--- src/rtl/slcf_pkg.sv ---
// Purpose: Constants for strap latch and clock fanout block
// Assumes: 10 MHz reference clock
// Notes: Dual pin order, counts, one-hot states
// Contract
// - Thirteen memory clock copies follow the memory clock input.
// - Power-down low forces all memory clock copies inactive.
// - First 2 ms: five dual pins three-stated, read as inputs.
// - At period end each pin level is latched, low 0, high 1.
// - Output buffers enable only after straps are latched.
// - Interval timer starts when power-on detector reports supply good.
// - Latches hold until power cycle; nothing else resamples them.
// - One truncated processor clock cycle may occur at output enable.
// - Function strap picks pin 2: 0 clock stop input, 1 reference out.
// - Four frequency select bits index the frequency table.
package slcf_pkg;
	localparam int unsigned REF_CLK_HZ = 10_000_000;
	localparam int unsigned SAMPLE_TIME_US = 2000;
	localparam int unsigned SAMPLE_CYCLES =
		SAMPLE_TIME_US * (REF_CLK_HZ / 1_000_000);
	localparam int unsigned CNT_W = 15;
	localparam int unsigned N_MEM_CLK = 13;
	localparam int unsigned N_DUAL = 5;
	localparam int unsigned FS_W = 4;
	// Dual pin order in the strap vector
	localparam int unsigned PIN_FREQ0 = 0;
	localparam int unsigned PIN_FREQ1 = 1;
	localparam int unsigned PIN_FREQ2 = 2;
	localparam int unsigned PIN_FREQ3 = 3;
	localparam int unsigned PIN_MODE = 4;
	localparam logic [N_DUAL-1:0] STRAP_DEFAULT = 5'h00;
	localparam logic [N_DUAL-1:0] OE_N_OFF = 5'h1F;
	localparam logic [N_DUAL-1:0] OE_N_ON = 5'h00;
	typedef enum logic [2:0] {
		SLCF_WAIT_POR = 3'h1,
		SLCF_SAMPLE = 3'h2,
		SLCF_RUN = 3'h4
	} slcf_state_t;
endpackage

--- src/rtl/slcf_sync.sv ---
// Purpose: Two flip-flop synchroniser, parameterised width
// Assumes: Asynchronous input, destination clock i_ref_clk
// Notes: First stage read only by second stage
`timescale 1ns/1ps
module slcf_sync #(
	parameter int unsigned W = 1
) (
	input wire logic i_ref_clk,
	input wire logic i_rstn,
	input wire logic [W-1:0] i_async,
	output logic [W-1:0] o_sync
);
	logic [W-1:0] meta_q;
	logic [W-1:0] sync_q;
	always_ff @(posedge i_ref_clk or negedge i_rstn)
	begin
		if (!i_rstn)
		begin
			meta_q <= '0;
			sync_q <= '0;
		end
		else
		begin
			meta_q <= i_async;
			sync_q <= meta_q;
		end
	end
	assign o_sync = sync_q;
endmodule

--- src/rtl/slcf_top.sv ---
// Purpose: Strap sampling, output enable sequencing, memory clock fanout
// Assumes: i_rstn is the power-on reset; i_supply_good from detector
// Notes: Memory clock path is combinational, not resynchronised
`timescale 1ns/1ps
module slcf_top #(
	parameter int unsigned SAMPLE_CYCLES = slcf_pkg::SAMPLE_CYCLES
) (
	input wire logic i_ref_clk,
	input wire logic i_rstn,
	input wire logic i_supply_good,
	input wire logic i_memory_clock_in,
	input wire logic i_power_down_n,
	input wire logic [slcf_pkg::N_DUAL-1:0] i_dual_pin,
	input wire logic [slcf_pkg::N_DUAL-1:0] i_dual_clk,
	input wire logic i_ref_clk_src,
	output logic [slcf_pkg::N_MEM_CLK-1:0] o_memory_clock_copies,
	output logic [slcf_pkg::N_DUAL-1:0] o_dual_pin,
	output logic [slcf_pkg::N_DUAL-1:0] o_dual_pin_oe_n,
	output logic [slcf_pkg::FS_W-1:0] o_freq_select_straps,
	output logic o_pin2_is_ref_out,
	output logic o_pin2_oe_n,
	output logic o_pin2_out,
	output logic o_straps_valid,
	output logic o_latch_strobe,
	output logic o_outputs_enabled
);
	logic supply_good_s;
	logic [slcf_pkg::N_DUAL-1:0] pin_s;
	slcf_pkg::slcf_state_t state_q;
	slcf_pkg::slcf_state_t state_d;
	logic [slcf_pkg::CNT_W-1:0] cnt_q;
	logic [slcf_pkg::CNT_W-1:0] cnt_d;
	logic [slcf_pkg::N_DUAL-1:0] strap_q;
	logic [slcf_pkg::N_DUAL-1:0] strap_d;
	logic valid_q;
	logic valid_d;
	logic strobe_q;
	logic strobe_d;
	logic oe_q;
	logic oe_d;
	logic [slcf_pkg::CNT_W-1:0] last_cnt;
	logic cnt_done;
	logic [slcf_pkg::N_DUAL-1:0] dual_oe_n_q;
	logic [slcf_pkg::N_DUAL-1:0] dual_oe_n_d;
	logic pin2_oe_n_q;
	logic pin2_oe_n_d;

	assign last_cnt = slcf_pkg::CNT_W'(SAMPLE_CYCLES - 1);

	slcf_sync #(
		.W(1)
	) u_sync_por (
		.i_ref_clk(i_ref_clk),
		.i_rstn(i_rstn),
		.i_async(i_supply_good),
		.o_sync(supply_good_s)
	);

	// One synchroniser per strap pin
	slcf_sync #(
		.W(1)
	) u_sync_freq0 (
		.i_ref_clk(i_ref_clk),
		.i_rstn(i_rstn),
		.i_async(i_dual_pin[slcf_pkg::PIN_FREQ0]),
		.o_sync(pin_s[slcf_pkg::PIN_FREQ0])
	);

	slcf_sync #(
		.W(1)
	) u_sync_freq1 (
		.i_ref_clk(i_ref_clk),
		.i_rstn(i_rstn),
		.i_async(i_dual_pin[slcf_pkg::PIN_FREQ1]),
		.o_sync(pin_s[slcf_pkg::PIN_FREQ1])
	);

	slcf_sync #(
		.W(1)
	) u_sync_freq2 (
		.i_ref_clk(i_ref_clk),
		.i_rstn(i_rstn),
		.i_async(i_dual_pin[slcf_pkg::PIN_FREQ2]),
		.o_sync(pin_s[slcf_pkg::PIN_FREQ2])
	);

	slcf_sync #(
		.W(1)
	) u_sync_freq3 (
		.i_ref_clk(i_ref_clk),
		.i_rstn(i_rstn),
		.i_async(i_dual_pin[slcf_pkg::PIN_FREQ3]),
		.o_sync(pin_s[slcf_pkg::PIN_FREQ3])
	);

	slcf_sync #(
		.W(1)
	) u_sync_mode (
		.i_ref_clk(i_ref_clk),
		.i_rstn(i_rstn),
		.i_async(i_dual_pin[slcf_pkg::PIN_MODE]),
		.o_sync(pin_s[slcf_pkg::PIN_MODE])
	);

	// Sample window ends on the last count
	assign cnt_done = (state_q == slcf_pkg::SLCF_SAMPLE)
		&& (cnt_q == last_cnt);

	// Sequencer: wait for supply, sample window, run
	always_comb
	begin
		state_d = state_q;
		cnt_d = cnt_q;
		unique case (state_q)
			slcf_pkg::SLCF_WAIT_POR:
			begin
				cnt_d = '0;
				if (supply_good_s)
				begin
					state_d = slcf_pkg::SLCF_SAMPLE;
				end
			end
			slcf_pkg::SLCF_SAMPLE:
			begin
				if (cnt_done)
				begin
					state_d = slcf_pkg::SLCF_RUN;
				end
				else
				begin
					cnt_d = cnt_q + 1'b1;
				end
			end
			slcf_pkg::SLCF_RUN:
			begin
				state_d = slcf_pkg::SLCF_RUN;
			end
			default:
			begin
				state_d = slcf_pkg::SLCF_WAIT_POR;
			end
		endcase
	end

	always_ff @(posedge i_ref_clk or negedge i_rstn)
	begin
		if (!i_rstn)
		begin
			state_q <= slcf_pkg::SLCF_WAIT_POR;
			cnt_q <= '0;
		end
		else
		begin
			state_q <= state_d;
			cnt_q <= cnt_d;
		end
	end

	// Strap latch: single capture, one-cycle strobe
	always_comb
	begin
		strap_d = strap_q;
		valid_d = valid_q;
		strobe_d = 1'b0;
		if (cnt_done && !valid_q)
		begin
			strap_d = pin_s;
			valid_d = 1'b1;
			strobe_d = 1'b1;
		end
	end

	// Only power-on reset clears the straps
	always_ff @(posedge i_ref_clk or negedge i_rstn)
	begin
		if (!i_rstn)
		begin
			strap_q <= slcf_pkg::STRAP_DEFAULT;
			valid_q <= 1'b0;
			strobe_q <= 1'b0;
		end
		else
		begin
			strap_q <= strap_d;
			valid_q <= valid_d;
			strobe_q <= strobe_d;
		end
	end

	// Output enable: one cycle after the latch
	always_comb
	begin
		oe_d = oe_q;
		dual_oe_n_d = dual_oe_n_q;
		pin2_oe_n_d = pin2_oe_n_q;
		if ((state_q == slcf_pkg::SLCF_RUN) && valid_q)
		begin
			oe_d = 1'b1;
			dual_oe_n_d = slcf_pkg::OE_N_ON;
			pin2_oe_n_d = !strap_q[slcf_pkg::PIN_MODE];
		end
	end

	always_ff @(posedge i_ref_clk or negedge i_rstn)
	begin
		if (!i_rstn)
		begin
			oe_q <= 1'b0;
			dual_oe_n_q <= slcf_pkg::OE_N_OFF;
			pin2_oe_n_q <= 1'b1;
		end
		else
		begin
			oe_q <= oe_d;
			dual_oe_n_q <= dual_oe_n_d;
			pin2_oe_n_q <= pin2_oe_n_d;
		end
	end

	// Memory clock fanout, gated by power-down
	assign o_memory_clock_copies = i_power_down_n
		? {slcf_pkg::N_MEM_CLK{i_memory_clock_in}}
		: '0;

	// Dual pins three-stated until enable; clocks may start mid-cycle
	assign o_dual_pin_oe_n = dual_oe_n_q;
	assign o_dual_pin = oe_q ? i_dual_clk : '0;

	// Latched configuration for the synthesiser
	assign o_freq_select_straps =
		strap_q[slcf_pkg::PIN_FREQ3:slcf_pkg::PIN_FREQ0];
	assign o_pin2_is_ref_out = strap_q[slcf_pkg::PIN_MODE];
	assign o_pin2_oe_n = pin2_oe_n_q;
	assign o_pin2_out = pin2_oe_n_q ? 1'b0 : i_ref_clk_src;
	assign o_straps_valid = valid_q;
	assign o_latch_strobe = strobe_q;
	assign o_outputs_enabled = oe_q;
endmodule

--- config.mk ---
export PLATFORM = sky130hd
export DESIGN_NAME = slcf_top
export DESIGN_NICKNAME = d
export VERILOG_FILES = /design/src/rtl/slcf_pkg.sv /design/src/rtl/slcf_sync.sv /design/src/rtl/slcf_top.sv
export SDC_FILE = /design/constraint.sdc
export NUM_CORES = 1
export LEC_CHECK = 0
export BUFFER_PORTS_ARGS = -buffer_cell sky130_fd_sc_hd__buf_2
export CORE_MARGIN = 5
export CORE_UTILIZATION = 28
export CTS_BUF_LIST = sky130_fd_sc_hd__clkbuf_8
export CTS_CLUSTER_DIAMETER = 150
export DETAILED_ROUTE_END_ITERATION = 16
export SKIP_CTS_REPAIR_TIMING = 1
export SLEW_MARGIN = 20
export SYNTH_ARGS = -nofsm -noshare
export SYNTH_HDL_FRONTEND = slang
export SYNTH_SLANG_ARGS = --single-unit
--- constraint.sdc ---
create_clock -name i_ref_clk -period 2.94 [get_ports i_ref_clk]
set_clock_uncertainty 0.2 [all_clocks]
set_input_delay 0.441 -clock i_ref_clk [delete_from_list [all_inputs] [get_ports i_ref_clk]]
set_output_delay 0.441 -clock i_ref_clk [all_outputs]
set_load 0.005 [all_outputs]
==> results.py <==
metrics = {
    "placement": {
        "numPortBuffers": 48,
        "gp_congestion": 0.835,
        "dp.final_hpwl_mm": 2.63,
    },
    "logic_synthesis": {
        "yosys-top-cells-area": "dfrtp_1 (49%), buf_4 (6.4%), dfstp_2 (4.2%)",
        "ys_ff_latch": 40,
        "ys_seq_area_share_pct": 53.7,
        "yosys.area.top_type": "dfrtp_1",
        "yosys_warnings": 0,
        "synth_top_area_share_pct": 49.5,
        "syn_area_per_cell_um2": 12.1,
        "ys_types": 48,
        "synthFlopType": "dfrtp_1",
        "syn_area_um2": 1870,
        "synth.most_common_cell": "dfrtp_1",
        "syn-num-nets": 173,
        "synth_edf_count": 0,
        "async_flop_share_pct": 100,
        "synth_common_cells": "dfrtp_1 (37), buf_4 (16), nand2_1 (8)",
        "syn_inst": 155,
    },
    "timing": {
        "rsz0062_at_grt": "false",
        "drv_slew": 0,
        "period_share_pct": 82.0,
        "tightest_slew_ns": 0.853,
        "final-setup-viol-count": 0,
        "final.setup.tns_ns": 0,
        "fin_crit_ns": 2.41,
        "fmax_ghz": 0.415,
        "hold_viol_final": 0,
        "relSlewSlack_pct": 43.1,
    },
    "cells_and_area": {
        "syn2layout_area_growth_pct": 17.2,
        "fin_util_pct": 34.1,
        "drive_above_1_share_pct": 39.1,
        "diodes": 0,
        "layout.nets": 209,
        "nFillCells": 632,
    },
    "global_routing": {
        "grt_first_pass_wirelength_mm": 6.11,
        "grt_pass1_vias": 1224,
        "grt_util_all_layers_pct": 8.81,
        "globalRouteOverflowTotal": 0,
        "gr-usage-met2_pct": 14.4,
        "grt_start_max_net_pins": 41,
        "use_met3_pct": 2.54,
        "grtUsageMet1_pct": 11.3,
        "grt_busiest_layer": "met2",
        "antenna_found_initial": 0,
    },
    "drt": {
        "firstDrtPassIters": 5,
        "wirelength_mm": 3.66,
        "via_per_inst": 4.77,
        "wl_per_cell_um": 13.6,
        "num_vias": 1283,
        "drc": 0,
        "ant_nets": 0,
        "drt_iter0_drc": 97,
    },
    "die": {
        "die-area_um2": 8420,
        "die_h_um": 91.7,
        "core_um2": 6420,
        "io_pins": 49,
        "num_rows": 29,
        "start_util_pct": 29.1,
        "die_x_um": 91.7,
    },
    "status": {
        "outcome": "complete, no violations",
    },
    "worst_setup_path": {
        "reg2regPathDepth": 5,
        "critPathKind": "register to register",
        "path_buf_inv": 0,
        "worstSetupEndpoint": "strap_q[1]",
        "path_delay_family": "simple AND/OR/NAND/NOR gates",
        "cpMaxStageDelayCell": "or4_4",
        "reg2reg_slack_ns": 0.53,
        "path_depth": 5,
        "startpoint": "cnt_q[1]",
        "crit_path_max_fanout": 6,
        "required_ns": 2.92,
        "cp_slowest_stage_delay_ns": 0.58,
        "crit_arrival_ns": 2.39,
        "crit_path_start_kind": "register",
        "r2r_start": "cnt_q[1]",
        "end_kind": "register",
        "r2r-end": "strap_q[1]",
        "worstPathCellList": "ha_1 -> nand3_1 -> or4_4 -> nor3_4 -> mux2_4",
    },
    "cts": {
        "cts_root_buf": "clkbuf_8",
        "htreeDepth": 2,
        "cts_made_buffers": 5,
        "cts_tree": "done",
        "worstSkewPairLatency_ns": 0.29,
        "clkSinkCount": 40,
        "clock_path_buffers": 2,
        "clk_pin_slew_ns": 0.09,
    },
    "hold_path": {
        "hp-class": "primary input to asynchronous set/reset pin",
    },
    "run": {
        "maxCapViolations": 0,
    },
    "pwr": {
        "p_per_area_nw_per_um2": 597,
        "vdd_drop_max_uv": 299,
        "totalPowerFinal_mw": 1.31,
        "leakage_nw": 1.07,
    },
}
stage by stage:
| stage | hold WS, ns | cells | setup WS (ns) | area, µm² |
|---|---|---|---|---|
| 6_report | 0.0498 | 269 | 0.531 | 2190 |
| 3_3_place_gp | 0.132 | 261 | 0.609 | 2080 |
| 5_1_grt | 0.0307 | 269 | 0.441 | 2190 |
| 3_5_place_dp | 0.135 | 261 | 0.548 | 2080 |
| 4_1_cts | 0.0389 | 269 | 0.525 | 2190 |
| 2_1_floorplan | -0.0546 | 155 | 0.687 | 1870 |
cell usage in the layout, fill, tap and decap left out, types with 2 or more instances in the layout:
| cell type | netlist | routed |
|---|---|---|
| nand3_1 | 7 | 7 |
| nand2_1 | 8 | 8 |
| buf_4 | 16 | 2 |
| and4_1 | 2 | 2 |
| nand4_1 | 4 | 4 |
| a21o_1 | 2 | 2 |
| clkbuf_8 | 0 | 5 |
| nor3_1 | 2 | 2 |
| buf_2 | 0 | 48 |
| o31ai_1 | 5 | 5 |
| nand2b_1 | 2 | 2 |
| nor2b_1 | 2 | 2 |
| dfrtp_1 | 37 | 37 |
| dfstp_2 | 3 | 3 |
| ha_1 | 2 | 2 |
| nor4_1 | 2 | 2 |
| o21ai_0 | 3 | 3 |
| clkinv_4 | 0 | 2 |
| a21oi_1 | 2 | 2 |
| and3_1 | 3 | 3 |
| and2_1 | 7 | 7 |
| a211o_1 | 3 | 3 |
| mux2_4 | 5 | 5 |
| o211ai_1 | 4 | 4 |
| mux2i_1 | 2 | 2 |
| nor2_1 | 4 | 4 |
sequential cells by signal, summed over array words and instances, names as in the netlist:
signal,flops
cnt_q,15
o_dual_pin_oe_n,1
o_latch_strobe,1
o_outputs_enabled,1
o_pin2_oe_n,1
o_straps_valid,1
state_q,3
strap_q,5
u_sync_freq0.meta_q,1
u_sync_freq0.o_sync,1
u_sync_freq1.meta_q,1
u_sync_freq1.o_sync,1
u_sync_freq2.meta_q,1
u_sync_freq2.o_sync,1
u_sync_freq3.meta_q,1
u_sync_freq3.o_sync,1
u_sync_mode.meta_q,1
u_sync_mode.o_sync,1
u_sync_por.meta_q,1
u_sync_por.o_sync,1
worst reg2reg max path: stages, from the launching register on:
cell	delay [ns]
dfrtp_1	0.43
ha_1	0.22
nand3_1	0.20
or4_4	0.58
nor3_4	0.33
mux2_4	0.34
worst min-delay path by stage:
stage                              from                   to  slack (ns)
detailed placement  u_sync_freq0.meta_q  u_sync_freq0.o_sync        0.13
finish                           i_rstn             cnt_q[6]        0.05
global route              i_dual_pin[4]   u_sync_mode.meta_q        0.03
global placement      u_sync_por.meta_q    u_sync_por.o_sync        0.13
floorplan                        i_rstn             cnt_q[0]       -0.05
CTS                       i_dual_pin[1]  u_sync_freq1.meta_q        0.04
cells by family (layout without fill, tap and decap cells):
family          count (synthesis)  in the layout  synth area share (%)
simple gates                   56             56                  19.8
compound gates                 27             27                  11.2
buf+inv                        21             58                  7.83
xor+xnor                        1              1                 0.468
flops                          40             40                  53.7
fa+ha+maj                       2              2                  1.34
mux                             8              8                  5.69
per-layer routing:
metal / wire [µm] / share of wire, %
met1: 1680 / 46
met2: 1810 / 49
met3: 129 / 3.5
met4: 48 / 1.3
met5: 0 / 0
power by group:
group	leakage, nW	internal [mW]	switching (mW)	total [mW]
Clock	0.0583	0.256	0.206	0.461
Combinational	0.498	0.0824	0.132	0.215
Sequential	0.518	0.588	0.0439	0.632
Total	1.07	0.927	0.382	1.31
area by class of cell:
type,count,area (µm²),area share [%]
clock buffer,5,68.8,3.14
multi-input combinational,94,719,32.8
tap,77,96.3,4.39
clock inverter,3,47.5,2.17
timing repair buffer,50,255,11.6
sequential,40,1000,45.8
(Power assumes the default switching activity.)
